$ cat src/logic/gpio_wake_pkg.sv
// Register map and field layout of the GPIO port with wake logic
package gpio_wake_pkg;
	// ****************************
	// Register byte addresses
	// ****************************
	localparam logic [11:0] OFS_OUTPUT_DRIVE_EN = 12'h004;
	localparam logic [11:0] OFS_PULL_ENABLE = 12'h008;
	localparam logic [11:0] OFS_INPUT_PATH_EN = 12'h00C;
	localparam logic [11:0] OFS_INPUT_LEVEL = 12'h010;
	localparam logic [11:0] OFS_OUTPUT_VALUE = 12'h014;
	localparam logic [11:0] OFS_OUTPUT_SET = 12'h018;
	localparam logic [11:0] OFS_OUTPUT_CLEAR = 12'h01C;
	localparam logic [11:0] OFS_OUTPUT_TOGGLE = 12'h020;
	localparam logic [11:0] OFS_BUS_WAKE_CONFIG = 12'hA28;
	localparam logic [11:0] OFS_EVENT_FLAG_CLEAR = 12'hA30;
	localparam logic [11:0] OFS_PIN_EVENT_CFG_LO = 12'hA40;
	localparam logic [11:0] OFS_PIN_EVENT_CFG_HI = 12'hA44;
	localparam logic [11:0] OFS_EVENT_STATUS = 12'hA50;
	localparam logic [11:0] OFS_EVENT_IRQ_EN = 12'hA54;
	// ****************************
	// Fields and reset values
	// ****************************
	localparam int BUS_WAKE_EN_BIT = 3;
	localparam int BUS_FLAG_AUTOCLR_BIT = 15;
	localparam int PIN_FLAG_AUTOCLR_BIT = 14;
	localparam int BUS_FLAG_CLR_BIT = 8;
	localparam int NOPULL_PIN = 2;
	localparam int PIN_CFG_W = 4;
	localparam logic [15:0] RST_EVENT_FLAG_CLEAR = 16'hC000;
	localparam logic [2:0] MODE_RISE = 3'h0;
	localparam logic [2:0] MODE_FALL = 3'h1;
	localparam logic [2:0] MODE_BOTH = 3'h2;
	localparam logic [2:0] MODE_HIGH = 3'h3;
	localparam logic [2:0] MODE_LOW = 3'h4;
	localparam logic [1:0] RESP_OKAY = 2'h0;
	localparam logic [1:0] RESP_SLVERR = 2'h2;
endpackage

$ cat src/logic/gpio_wake_port.sv
// GPIO port with set/clear/toggle, pull control and event wake logic
// Summary of operation
// - Bus wake enable lets bus events wake
// - Three-bit mode picks edge or level trigger
// - Bus autoclear enable resets to one
// - Pin autoclear enable resets to one
// - Writing bit eight clears bus flag
// - Writing bit n clears pin flag n
// - Eight pins form one port
// - Pull-ups on all pins except pin two
// - Enabled input paths show pin level
// - Output pins carry output value bits
// - Set register forces selected bits high
// - Clear register forces selected bits low
// - Toggle register inverts selected bits
// - Pin driven only while drive enabled
// - Each pin event has mode and enable
//
// The AXI4-Lite slave port was left to the implementer.
`timescale 1ns/1ps
module gpio_wake_port #(
	parameter int PINS = 8
) (
	// Clock and reset
	input wire logic clk,
	input wire logic resetn,
	// AXI4-Lite write
	input wire logic awvalid,
	output logic awready,
	input wire logic [11:0] awaddr,
	input wire logic wvalid,
	output logic wready,
	input wire logic [31:0] wdata,
	input wire logic [3:0] wstrb,
	output logic bvalid,
	input wire logic bready,
	output logic [1:0] bresp,
	// AXI4-Lite read
	input wire logic arvalid,
	output logic arready,
	input wire logic [11:0] araddr,
	output logic rvalid,
	input wire logic rready,
	output logic [31:0] rdata,
	output logic [1:0] rresp,
	// Pins
	input wire logic [PINS-1:0] pin_in,
	output logic [PINS-1:0] pin_out,
	output logic [PINS-1:0] pin_oe_n,
	output logic [PINS-1:0] pull_en,
	input wire logic bus_activity,
	// Wake and interrupt
	output logic wake_req,
	output logic irq
);
	import gpio_wake_pkg::*;
	if (PINS != 8) begin
		$error("Port logic serves exactly eight pins");
	end
	// ****************************
	// Helpers
	// ****************************
	function automatic logic [15:0] lane_mask(input logic [3:0] s);
		return {{8{s[1]}}, {8{s[0]}}};
	endfunction
	// Codes 5..7 alias 1..3
	function automatic logic trig(input logic [2:0] m, input logic cur, input logic prv);
		logic [2:0] e;
		e = (m > MODE_LOW) ? (m - 3'h4) : m;
		case (e)
			MODE_RISE: return cur & ~prv;
			MODE_FALL: return ~cur & prv;
			MODE_BOTH: return cur ^ prv;
			MODE_HIGH: return cur;
			MODE_LOW: return ~cur;
			default: return 1'b0;
		endcase
	endfunction

	// ****************************
	// Register bus slave
	// ****************************
	logic aw_hold_ff, w_hold_ff, bvalid_ff, rvalid_ff;
	logic [11:0] waddr_ff;
	logic [15:0] wdat_ff, wmask;
	logic [1:0] bresp_ff, rresp_ff;
	logic [31:0] rdata_ff;
	logic wr_go, wr_hit;
	// Address and data may arrive in either order
	assign awready = ~aw_hold_ff & ~bvalid_ff;
	assign wready = ~w_hold_ff & ~bvalid_ff;
	assign wr_go = aw_hold_ff & w_hold_ff & ~bvalid_ff;
	assign wmask = lane_mask(wstrb);
	assign arready = ~rvalid_ff;
	assign bvalid = bvalid_ff;
	assign bresp = bresp_ff;
	assign rvalid = rvalid_ff;
	assign rdata = rdata_ff;
	assign rresp = rresp_ff;
	function automatic logic known(input logic [11:0] a);
		case (a)
			OFS_OUTPUT_DRIVE_EN, OFS_PULL_ENABLE, OFS_INPUT_PATH_EN, OFS_INPUT_LEVEL,
			OFS_OUTPUT_VALUE, OFS_OUTPUT_SET, OFS_OUTPUT_CLEAR, OFS_OUTPUT_TOGGLE,
			OFS_BUS_WAKE_CONFIG, OFS_EVENT_FLAG_CLEAR, OFS_PIN_EVENT_CFG_LO,
			OFS_PIN_EVENT_CFG_HI, OFS_EVENT_STATUS, OFS_EVENT_IRQ_EN: return 1'b1;
			default: return 1'b0;
		endcase
	endfunction
	assign wr_hit = known(waddr_ff);
	always_ff @(posedge clk or negedge resetn) begin
		if (!resetn) begin
			aw_hold_ff <= 1'b0;
			w_hold_ff <= 1'b0;
			waddr_ff <= 12'h000;
			wdat_ff <= 16'h0000;
			bvalid_ff <= 1'b0;
			bresp_ff <= RESP_OKAY;
		end else begin
			if (awvalid && awready) begin
				aw_hold_ff <= 1'b1;
				waddr_ff <= {awaddr[11:2], 2'h0};
			end
			if (wvalid && wready) begin
				w_hold_ff <= 1'b1;
				wdat_ff <= wdata[15:0] & wmask;
			end
			if (wr_go) begin
				aw_hold_ff <= 1'b0;
				w_hold_ff <= 1'b0;
				bvalid_ff <= 1'b1;
				bresp_ff <= wr_hit ? RESP_OKAY : RESP_SLVERR;
			end else if (bready) begin
				bvalid_ff <= 1'b0;
			end
		end
	end
	function automatic logic wr_at(input logic [11:0] a, input logic go, input logic [11:0] w);
		return go && (w == a);
	endfunction

	// ****************************
	// Configuration registers
	// ****************************
	logic [7:0] oen_ff, pull_ff, ien_ff, out_ff, in_ff, irq_en_ff;
	logic [3:0] bus_cfg_ff;
	logic bus_auto_ff, pin_auto_ff;
	logic [31:0] pin_cfg_ff;
	always_ff @(posedge clk or negedge resetn) begin
		if (!resetn) begin
			oen_ff <= 8'h00;
			pull_ff <= 8'h00;
			ien_ff <= 8'h00;
			bus_cfg_ff <= 4'h0;
			bus_auto_ff <= RST_EVENT_FLAG_CLEAR[BUS_FLAG_AUTOCLR_BIT];
			pin_auto_ff <= RST_EVENT_FLAG_CLEAR[PIN_FLAG_AUTOCLR_BIT];
			pin_cfg_ff <= 32'h0000_0000;
			irq_en_ff <= 8'h00;
		end else begin
			if (wr_at(OFS_OUTPUT_DRIVE_EN, wr_go, waddr_ff)) oen_ff <= wdat_ff[7:0];
			if (wr_at(OFS_PULL_ENABLE, wr_go, waddr_ff)) pull_ff <= wdat_ff[7:0];
			if (wr_at(OFS_INPUT_PATH_EN, wr_go, waddr_ff)) ien_ff <= wdat_ff[7:0];
			if (wr_at(OFS_BUS_WAKE_CONFIG, wr_go, waddr_ff)) bus_cfg_ff <= wdat_ff[3:0];
			if (wr_at(OFS_EVENT_FLAG_CLEAR, wr_go, waddr_ff)) begin
				bus_auto_ff <= wdat_ff[BUS_FLAG_AUTOCLR_BIT];
				pin_auto_ff <= wdat_ff[PIN_FLAG_AUTOCLR_BIT];
			end
			if (wr_at(OFS_PIN_EVENT_CFG_LO, wr_go, waddr_ff)) pin_cfg_ff[15:0] <= wdat_ff;
			if (wr_at(OFS_PIN_EVENT_CFG_HI, wr_go, waddr_ff)) pin_cfg_ff[31:16] <= wdat_ff;
			if (wr_at(OFS_EVENT_IRQ_EN, wr_go, waddr_ff)) irq_en_ff <= wdat_ff[7:0];
		end
	end

	// ****************************
	// Output data and pins
	// ****************************
	always_ff @(posedge clk or negedge resetn) begin
		if (!resetn) begin
			out_ff <= 8'h00;
		end else if (wr_go) begin
			case (waddr_ff)
				OFS_OUTPUT_VALUE: out_ff <= wdat_ff[7:0];
				OFS_OUTPUT_SET: out_ff <= out_ff | wdat_ff[7:0];
				OFS_OUTPUT_CLEAR: out_ff <= out_ff & ~wdat_ff[7:0];
				OFS_OUTPUT_TOGGLE: out_ff <= out_ff ^ wdat_ff[7:0];
				default: out_ff <= out_ff;
			endcase
		end
	end
	assign pin_out = out_ff;
	assign pin_oe_n = ~oen_ff;
	// Pin 2 has no pull-up fitted
	assign pull_en = pull_ff & ~(8'h01 << NOPULL_PIN);

	// ****************************
	// Pin synchronisers and input data
	// ****************************
	logic [7:0] pin_s1_ff, pin_s2_ff, pin_s3_ff;
	logic bus_s1_ff, bus_s2_ff, bus_s3_ff;
	// Third stage holds the previous level for edge detection
	always_ff @(posedge clk or negedge resetn) begin
		if (!resetn) begin
			pin_s1_ff <= 8'h00;
			pin_s2_ff <= 8'h00;
			pin_s3_ff <= 8'h00;
			bus_s1_ff <= 1'b0;
			bus_s2_ff <= 1'b0;
			bus_s3_ff <= 1'b0;
			in_ff <= 8'h00;
		end else begin
			pin_s1_ff <= pin_in;
			pin_s2_ff <= pin_s1_ff;
			pin_s3_ff <= pin_s2_ff;
			bus_s1_ff <= bus_activity;
			bus_s2_ff <= bus_s1_ff;
			bus_s3_ff <= bus_s2_ff;
			in_ff <= pin_s2_ff & ien_ff;
		end
	end
	// ****************************
	// Event flags and wake
	// ****************************
	logic [7:0] pin_det, pin_wake_en, pin_clr, pin_flag_ff;
	logic bus_det, bus_clr, bus_flag_ff;
	always_comb begin
		for (int i = 0; i < 8; i++) begin
			pin_det[i] = trig(pin_cfg_ff[i*PIN_CFG_W +: 3], pin_s2_ff[i], pin_s3_ff[i]);
			pin_wake_en[i] = pin_cfg_ff[i*PIN_CFG_W + 3];
		end
	end
	assign bus_det = trig(bus_cfg_ff[2:0], bus_s2_ff, bus_s3_ff);
	assign bus_clr = wr_at(OFS_EVENT_FLAG_CLEAR, wr_go, waddr_ff) & wdat_ff[BUS_FLAG_CLR_BIT];
	assign pin_clr = wr_at(OFS_EVENT_FLAG_CLEAR, wr_go, waddr_ff) ? wdat_ff[7:0] : 8'h00;
	// A new detection wins over a clear in the same cycle
	always_ff @(posedge clk or negedge resetn) begin
		if (!resetn) begin
			bus_flag_ff <= 1'b0;
			pin_flag_ff <= 8'h00;
		end else begin
			bus_flag_ff <= bus_det | (bus_flag_ff & ~bus_clr & ~bus_auto_ff);
			pin_flag_ff <= pin_det | (pin_flag_ff & ~pin_clr & ~{8{pin_auto_ff}});
		end
	end
	assign wake_req = (bus_flag_ff & bus_cfg_ff[BUS_WAKE_EN_BIT]) | (|(pin_flag_ff & pin_wake_en));
	assign irq = |(pin_flag_ff & irq_en_ff);

	// ****************************
	// Read data
	// ****************************
	logic [15:0] rd_val;
	always_comb begin
		case (araddr & 12'hFFC)
			OFS_OUTPUT_DRIVE_EN: rd_val = {8'h00, oen_ff};
			OFS_PULL_ENABLE: rd_val = {8'h00, pull_en};
			OFS_INPUT_PATH_EN: rd_val = {8'h00, ien_ff};
			OFS_INPUT_LEVEL: rd_val = {8'h00, in_ff};
			OFS_OUTPUT_VALUE: rd_val = {8'h00, out_ff};
			OFS_BUS_WAKE_CONFIG: rd_val = {12'h000, bus_cfg_ff};
			// Flag clear bits self-clear, so they always read zero
			OFS_EVENT_FLAG_CLEAR: rd_val = {bus_auto_ff, pin_auto_ff, 14'h0000};
			OFS_PIN_EVENT_CFG_LO: rd_val = pin_cfg_ff[15:0];
			OFS_PIN_EVENT_CFG_HI: rd_val = pin_cfg_ff[31:16];
			OFS_EVENT_STATUS: rd_val = {7'h00, bus_flag_ff, pin_flag_ff};
			OFS_EVENT_IRQ_EN: rd_val = {8'h00, irq_en_ff};
			default: rd_val = 16'h0000;
		endcase
	end
	always_ff @(posedge clk or negedge resetn) begin
		if (!resetn) begin
			rvalid_ff <= 1'b0;
			rdata_ff <= 32'h0000_0000;
			rresp_ff <= RESP_OKAY;
		end else if (arvalid && arready) begin
			rvalid_ff <= 1'b1;
			rdata_ff <= {16'h0000, rd_val};
			rresp_ff <= known(araddr & 12'hFFC) ? RESP_OKAY : RESP_SLVERR;
		end else if (rready) begin
			rvalid_ff <= 1'b0;
		end
	end

	logic set_wr;
	assign set_wr = wr_at(OFS_OUTPUT_SET, wr_go, waddr_ff);
endmodule

$ cat config.mk
export PLATFORM = sky130hd
export DESIGN_NAME = gpio_wake_port
export DESIGN_NICKNAME = d
export VERILOG_FILES = /design/src/logic/gpio_wake_pkg.sv /design/src/logic/gpio_wake_port.sv
export SDC_FILE = /design/constraint.sdc
export NUM_CORES = 1
export LEC_CHECK = 0
export BUFFER_PORTS_ARGS = -buffer_cell sky130_fd_sc_hd__buf_2
export CAP_MARGIN = 20
export CELL_PAD_IN_SITES_DETAIL_PLACEMENT = 1
export CELL_PAD_IN_SITES_GLOBAL_PLACEMENT = 1
export CORE_MARGIN = 5
export CORE_UTILIZATION = 40
export CTS_CLUSTER_DIAMETER = 200
export CTS_CLUSTER_SIZE = 40
export DETAILED_ROUTE_END_ITERATION = 7
export PLACE_DENSITY_LB_ADDON = 0.1
export SETUP_SLACK_MARGIN = 0.15
export SLEW_MARGIN = 25
export SYNTH_ARGS = -nofsm -noshare
export SYNTH_HDL_FRONTEND = slang
export SYNTH_SLANG_ARGS = --single-unit
$ cat constraint.sdc
create_clock -name clk -period 1.8 [get_ports clk]
set_clock_uncertainty 0.05 [all_clocks]
set_input_delay 0.09 -clock clk [delete_from_list [all_inputs] [get_ports clk]]
set_output_delay 0.09 -clock clk [all_outputs]
set_load 0.02 [all_outputs]
Yosys cells after proc, flatten, opt, wreduce, memory -nomap -nowiden --
Cells that the tools add are included.
Word-level totals: output and inout bits 67, logic and storage cells 249, register bits after elaboration 172
Operators by class: reduce and logical (&&, ||, !) cells 30, bitwise operators 75, $lt $le $gt $ge 9, eq/ne operators 64, mux-type cells 34, add/sub/neg operators 9
Operators by type and width (number):
- 16-bit case mux with 11 select lines | 1
- 10-bit == test, second input constant | 12
- 10-bit by 3-bit == test with 1-bit output, second input constant | 8
- 3-bit by 2-bit == test with 1-bit output, second input constant | 18
- 8-bit bitwise AND | 6
- 1-bit case mux with 5 select lines | 9
- 10-bit by 2-bit == test with 1-bit output, second input constant | 4
- 8-bit inverter | 4
- 8-bit case mux with 4 select lines | 1
- 14-bit OR reduction | 2
- 3-bit by 1-bit == test with 1-bit output, second input constant | 9
- 3-bit == test, second input constant | 9
- 3-bit > comparator, second input constant | 9
- 3-bit zero test | 9
- 3-bit 2-to-1 mux | 9
- 3-bit subtractor, second input constant | 9
- 1-bit bitwise AND | 26
- 1-bit inverter | 24
- 10-bit by 1-bit == test with 1-bit output, second input constant | 2
- 10-bit by 4-bit == test with 1-bit output, second input constant | 2
- 16-bit bitwise AND | 1
- 8-bit bitwise OR | 2
- 8-bit OR reduction | 2
- 1-bit logical AND | 11
- other kinds (9) | 32

Longest topological paths before layout --
depth after elaboration 8, gate-level depth with buffers 8, mapped depth without buffers 6

Worst setup path after synthesis --
Ideal clock, no wire load.
kind register -> register, from reg waddr_ff[10], to reg irq_en_ff[0], data required time 1625 ps, setup time 125 ps, buffers on the path 0, path slack -125 ps, cell stages (with the launch flop) 6, data arrival time 1750 ps, clock period less this slack 1925 ps, path through dfrtp_1 -> nand4bb_1 -> nor3b_2 -> nand2_2 -> nor4b_4 -> mux2_2
On the way: longest elaborated chain between the ends 2
RTL lines:
- from (decl) | RTL line gpio_wake_port.sv:84 | logic [11:0] waddr_ff;
- from (signal assigned) | RTL line gpio_wake_port.sv:121 | waddr_ff <= {awaddr[11:2], 2'h0};
- 10-bit == test | RTL line gpio_wake_port.sv:138 | return go && (w == a);
- 1-bit logical AND | RTL line gpio_wake_port.sv:138
- to (signal assigned) | RTL line gpio_wake_port.sv:169 | if (wr_at(OFS_EVENT_IRQ_EN, wr_go, waddr_ff)) irq_en_ff <= wdat_ff[7:0];
- to (decl) | RTL line gpio_wake_port.sv:144 | logic [7:0] oen_ff, pull_ff, ien_ff, out_ff, in_ff, irq_en_ff;
No other way between the ends. A chain may end at the register's enable or synchronous reset.

Worst setup path after layout --
from reg waddr_ff[10], to reg pin_cfg_ff[26]
On the way: longest elaborated chain between the ends 2
RTL lines:
- 10-bit == test | RTL line gpio_wake_port.sv:138
- 1-bit logical AND | RTL line gpio_wake_port.sv:138
- to (signal assigned) | RTL line gpio_wake_port.sv:168 | if (wr_at(OFS_PIN_EVENT_CFG_HI, wr_go, waddr_ff)) pin_cfg_ff[31:16] <= wdat_ff;
- to (decl) | RTL line gpio_wake_port.sv:147 | logic [31:0] pin_cfg_ff;
No other way between the ends.

==> results <==
- In this run the worst path has a maximum fanout of 6.
- The number of sinks handled by clock tree synthesis is roughly 170.
- The global-route congestion overflow total is 0.
- The netlist area before placement is 0.00857 mm².
- The synthesized design spends more area on one cell type than any other, namely sky130_fd_sc_hd__dfrtp_1.
- The number of antenna violations at the first check in global routing was 0.
- The clock tree from TritonCTS is yes.
- The quantity of I/O buffers inserted on ports is around 100.
- Sorting the synthesized cells by area gives the leading types as sky130_fd_sc_hd__dfrtp_1, sky130_fd_sc_hd__ha_1, sky130_fd_sc_hd__mux2_2.
- The fraction of registers with async set or reset after synthesis is between 90% and 100%.
- The clock latency on the worst-skew pair is 440 ps.
- The number of global-route vias before repair is 7949.
- Measured along the y axis, the die boundary spans ~160 µm.
- Summing all placed instances gives a cell area of ~0.0099 mm².
- The routed design has 29.8 mm of wire.
- The number of clock buffers added by TritonCTS is 17.
- The first global-routing pass estimated ~45 mm of wire.
- The slowest stage of the critical path is the sky130_fd_sc_hd__dfrtp_1 cell.
- Together, buffers and inverters on the worst path number 3.
- The delay of the slowest cell on the worst path is 400 ps.
- For this design the static power due to leakage is 5.46 nW.
- Walking the worst path, the cells encountered are nand4bb_4, nor3b_4, buf_4, buf_6, nand3_4, clkbuf_16, mux2_2.
- The maximum achievable frequency is roughly 510 MHz.
- The count of endpoints failing hold in the final timing report is 0.
- At the end of the flow, the number of nets in the layout was 1200.
- The clock passes through at most 2 buffers.
- The worst setup path is launched from a register.
- The DRC violation total after the first TritonRoute iteration is 401.
- The commonest register cell after synthesis is sky130_fd_sc_hd__dfrtp_1.
- Data arrives at the worst endpoint at 2240 ps.
- The fraction of synthesized cell area taken by the top area cell type is around 50%.
- CTS placed an instance of sky130_fd_sc_hd__clkbuf_16 at the clock tree root.
- The number of antenna diodes is 0.
- The final setup violation count is 57.
- The I/O pin total is approximately 140.
- The power density of the placed cells is 1020 mW/mm².
- In the routed layout, each cell is associated on average with a via count of 5.41.
- The final non-filler cell total is roughly 1400.
- The global routing usage summed across all routing layers is 23.9%.
- The initial utilization of the core area, before any placement, comes to a little over 40%.
- The cell family with the largest share of critical-path delay is simple AND/OR/NAND/NOR gates.
- The area growth from synthesis to final layout is 36.4%.
- The data required time at the worst endpoint is ~2100 ps.
- The first-pass iteration count of the detailed router is 4.
- The setup slack of the critical path after layout is -162 ps.
- The initialized floorplan defines 53 standard-cell rows.
- The gate count after technology mapping is around 840.
- The clock-pin slew on the worst setup and hold paths is about 70 ps.
- The count of unresolved DRC violations after routing is 0.
- At the end of routability-driven placement, the weighted congestion stood at ~0.87.
- For this block, the via count after detailed routing is roughly 7400.
- The area of the die is 0.0245 mm².
- The floorplan die width is 156 µm.
- The count of nets left with antenna violations once routing finished came out at 0.
- The share of the cycle needed by the critical path after routing is 109%.
- The final design area excluding fillers is between 0.01 and 0.015 mm².
- The max-slew violation count is 0.
- In this run the standard cell core region covers roughly 0.021 mm².
- Detailed placement finished with a half-perimeter wire length of ~20 mm.
- The pin count of the biggest net entering global routing is 43.
- The checks that failed: setup timing.
- The number of library cell types mapped by synthesis is 66.
- Sequential cells were found to cover approximately half of the synthesized design area.
- The worst-case register-to-register setup slack is -160 ps.
- The time the worst path needs with I/O delays and setup is 1960 ps.
- The worst setup path is of the reg2reg kind.
- The maximum vdd drop is around 0.72 mV.
- The endpoint type of the worst setup path is a register.
- The class of the tightest hold or removal check is in2reg.
- The average instance area after synthesis is 10.2 µm².
- The share of cells above drive strength 1 is a little over a third.
- The run finished, with violations left.
- In the final routed layout, each cell accounts on average for between 20 and 25 µm.
- The Yosys step of the flow raised 0 warnings.
- Counting tap cells, the placed design contains a total of around 1300 instances.
- Setup repair after global routing could not meet its margin everywhere.
- The register bit count reported by yosys is between 150 and 200.
- The clock tree synthesis step divided the H-tree into 4 levels.
- The number of flops mapped to enable cells by yosys is 0.
- The tool flagged a number of max-cap violations equal to 0.
==> report_power, final <==
group	internal, mW	total (mW)	switching, mW
combinational	1.57	3.62	2.05
clock	1.85	3.63	1.78
sequential	4.23	4.73	0.498
==> synthesized netlist by cell type (2+ instances only) <==
cell type                    n
sky130_fd_sc_hd__nand2_1   112
sky130_fd_sc_hd__dfrtp_1   167
sky130_fd_sc_hd__a211oi_1    9
sky130_fd_sc_hd__and2_1     11
sky130_fd_sc_hd__dfstp_2     2
sky130_fd_sc_hd__a31oi_1     5
sky130_fd_sc_hd__nor4_1      4
sky130_fd_sc_hd__a22oi_1    25
sky130_fd_sc_hd__nor3b_1     2
sky130_fd_sc_hd__clkbuf_1   22
sky130_fd_sc_hd__mux2_2     51
sky130_fd_sc_hd__o221ai_1    2
sky130_fd_sc_hd__a31o_2      2
sky130_fd_sc_hd__o211ai_1    4
sky130_fd_sc_hd__or3_1       3
sky130_fd_sc_hd__nand2b_1    4
sky130_fd_sc_hd__o22ai_1     5
sky130_fd_sc_hd__o22a_1      3
sky130_fd_sc_hd__a32oi_1     3
sky130_fd_sc_hd__nand3_1     8
sky130_fd_sc_hd__o31ai_1     2
sky130_fd_sc_hd__nand4_1     6
sky130_fd_sc_hd__ha_1       46
sky130_fd_sc_hd__inv_1      63
sky130_fd_sc_hd__a211o_1     9
sky130_fd_sc_hd__a221oi_1    2
sky130_fd_sc_hd__a21oi_1    30
sky130_fd_sc_hd__o21ai_0    97
sky130_fd_sc_hd__nor4b_2     3
sky130_fd_sc_hd__mux2i_1    25
sky130_fd_sc_hd__nor2b_1     6
sky130_fd_sc_hd__o21ai_1     3
sky130_fd_sc_hd__buf_2      10
sky130_fd_sc_hd__or3b_2      2
sky130_fd_sc_hd__and3_1      2
sky130_fd_sc_hd__nor3b_2     2
sky130_fd_sc_hd__a22o_1      2
sky130_fd_sc_hd__buf_4      21
sky130_fd_sc_hd__nor2_1     32
sky130_fd_sc_hd__nor3_1      4
sky130_fd_sc_hd__buf_1       3
==> sequential cells by signal, summed over array words and instances (netlist names), 4 cells and up <==
signal	cells
pin_out	8
pin_flag_ff	8
rdata	16
in_ff	8
pin_s1_ff	8
oen_ff	8
irq_en_ff	8
bus_cfg_ff	4
waddr_ff	10
pin_cfg_ff	32
ien_ff	8
pin_s3_ff	8
wdat_ff	16
pull_ff	7
pin_s2_ff	8
==> path summary, 6_finish.rpt <==
check | end | startpoint | cells past startpoint
worst max-delay path | pin_cfg_ff[26] | waddr_ff[10] | 7
worst min-delay path | w_hold_ff | wvalid | 4
worst max register to register | pin_cfg_ff[26] | waddr_ff[10] | 7
worst min register to register | pin_s2_ff[2] | pin_s1_ff[2] | 0
max in group asynchronous | pin_out[2] | resetn | 3
min in group asynchronous | rdata[5] | resetn | 2
==> area by class of cell <==
| type | count | area [µm²] |
|---|---|---|
| inverter | 63 | 236 |
| sequential | 169 | 4240 |
| timing repair buffer | 258 | 2040 |
| multi-input combinational | 569 | 4260 |
| fill | 2274 | 9400 |
| clock buffer | 17 | 425 |
| tap | 275 | 344 |
| clock inverter | 15 | 149 |
==> what timing repair did <==
item	4_1_cts	5_1_grt
pin swaps	19	25
setup endpoints to repair	89	99
hold buffers	56	0
gates cloned	0	5
endpoints found under the hold margin	206	0
setup buffers	10	9
gates resized for setup	57	98
==> through the flow <==
stage / power [mW] / TNS [ps] / util (%) / worst slack, ps / hold slack [ps]
global route: 12.6 / -10390 / 55.4 / -215 / 73.4
floorplan: 6.17 / -1610 / - / -125 / -256
finish: 12.0 / -4440 / 55.4 / -162 / 63.0
detailed placement: 7.67 / -5940 / 46.9 / -243 / -19.0
CTS: 11.8 / -1370 / 53.7 / -98.2 / 51.5
global placement: 7.49 / -4500 / 46.9 / -210 / -19.2
==> cell families (layout without fill, tap and decap cells) <==
logic type | Yosys count | count (layout) | synth area share, %
AO/OA/AOI/OAI | 210 | 210 | 15.0
XOR/XNOR | 1 | 1 | 0.102
adder cells (fa/ha/maj) | 47 | 47 | 6.83
buffers and inverters | 119 | 353 | 6.28
flip-flops | 169 | 169 | 49.4
multiplexers | 76 | 76 | 9.62
other | 1 | 19 | 0.0437
AND/OR/NAND/NOR | 216 | 216 | 12.8
==> tightest hold or removal path, cell delays in order <==
cell and delay (ps):
sky130_fd_sc_hd__buf_2 80, sky130_fd_sc_hd__nand2_1 40, sky130_fd_sc_hd__buf_4 220, sky130_fd_sc_hd__nand2_1 90
==> cell usage in the layout (no fill, tap or decap), types with 5 or more instances in the layout <==
| master | Yosys | layout |
|---|---|---|
| sky130_fd_sc_hd__a22oi_1 | 25 | 14 |
| sky130_fd_sc_hd__a211o_1 | 9 | 9 |
| sky130_fd_sc_hd__a31oi_1 | 5 | 5 |
| sky130_fd_sc_hd__ha_1 | 46 | 46 |
| sky130_fd_sc_hd__nand2_1 | 112 | 91 |
| sky130_fd_sc_hd__mux2i_1 | 25 | 25 |
| sky130_fd_sc_hd__buf_12 | 0 | 7 |
| sky130_fd_sc_hd__dlygate4sd3_1 | 0 | 56 |
| sky130_fd_sc_hd__nand3_1 | 8 | 5 |
| sky130_fd_sc_hd__a211oi_1 | 9 | 8 |
| sky130_fd_sc_hd__buf_2 | 10 | 98 |
| sky130_fd_sc_hd__conb_1 | 1 | 19 |
| sky130_fd_sc_hd__buf_6 | 0 | 18 |
| sky130_fd_sc_hd__a21oi_1 | 30 | 26 |
| sky130_fd_sc_hd__nor2b_1 | 6 | 6 |
| sky130_fd_sc_hd__mux2_4 | 0 | 12 |
| sky130_fd_sc_hd__buf_4 | 21 | 74 |
| sky130_fd_sc_hd__o21ai_2 | 0 | 20 |
| sky130_fd_sc_hd__inv_6 | 0 | 7 |
| sky130_fd_sc_hd__o21ai_0 | 97 | 58 |
| sky130_fd_sc_hd__clkbuf_16 | 0 | 19 |
| sky130_fd_sc_hd__o22ai_1 | 5 | 5 |
| sky130_fd_sc_hd__inv_1 | 63 | 63 |
| sky130_fd_sc_hd__dfrtp_1 | 167 | 163 |
| sky130_fd_sc_hd__a22oi_2 | 0 | 11 |
| sky130_fd_sc_hd__nand2_2 | 1 | 20 |
| sky130_fd_sc_hd__mux2_2 | 51 | 39 |
| sky130_fd_sc_hd__nor2_1 | 32 | 31 |
| sky130_fd_sc_hd__o21ai_1 | 3 | 22 |
| sky130_fd_sc_hd__and2_1 | 11 | 9 |
| sky130_fd_sc_hd__nand4_1 | 6 | 6 |
==> routing by layer <==
layer	vias to the layer above	track usage [%]	part of all wire (%)
met5	-	0	0
met4	0	6.78	2.1
met3	34	4.01	4.0
met2	182	41.1	50
met1	3795	31.3	43
li1	3373	-	-
(Power assumes the default switching activity.)
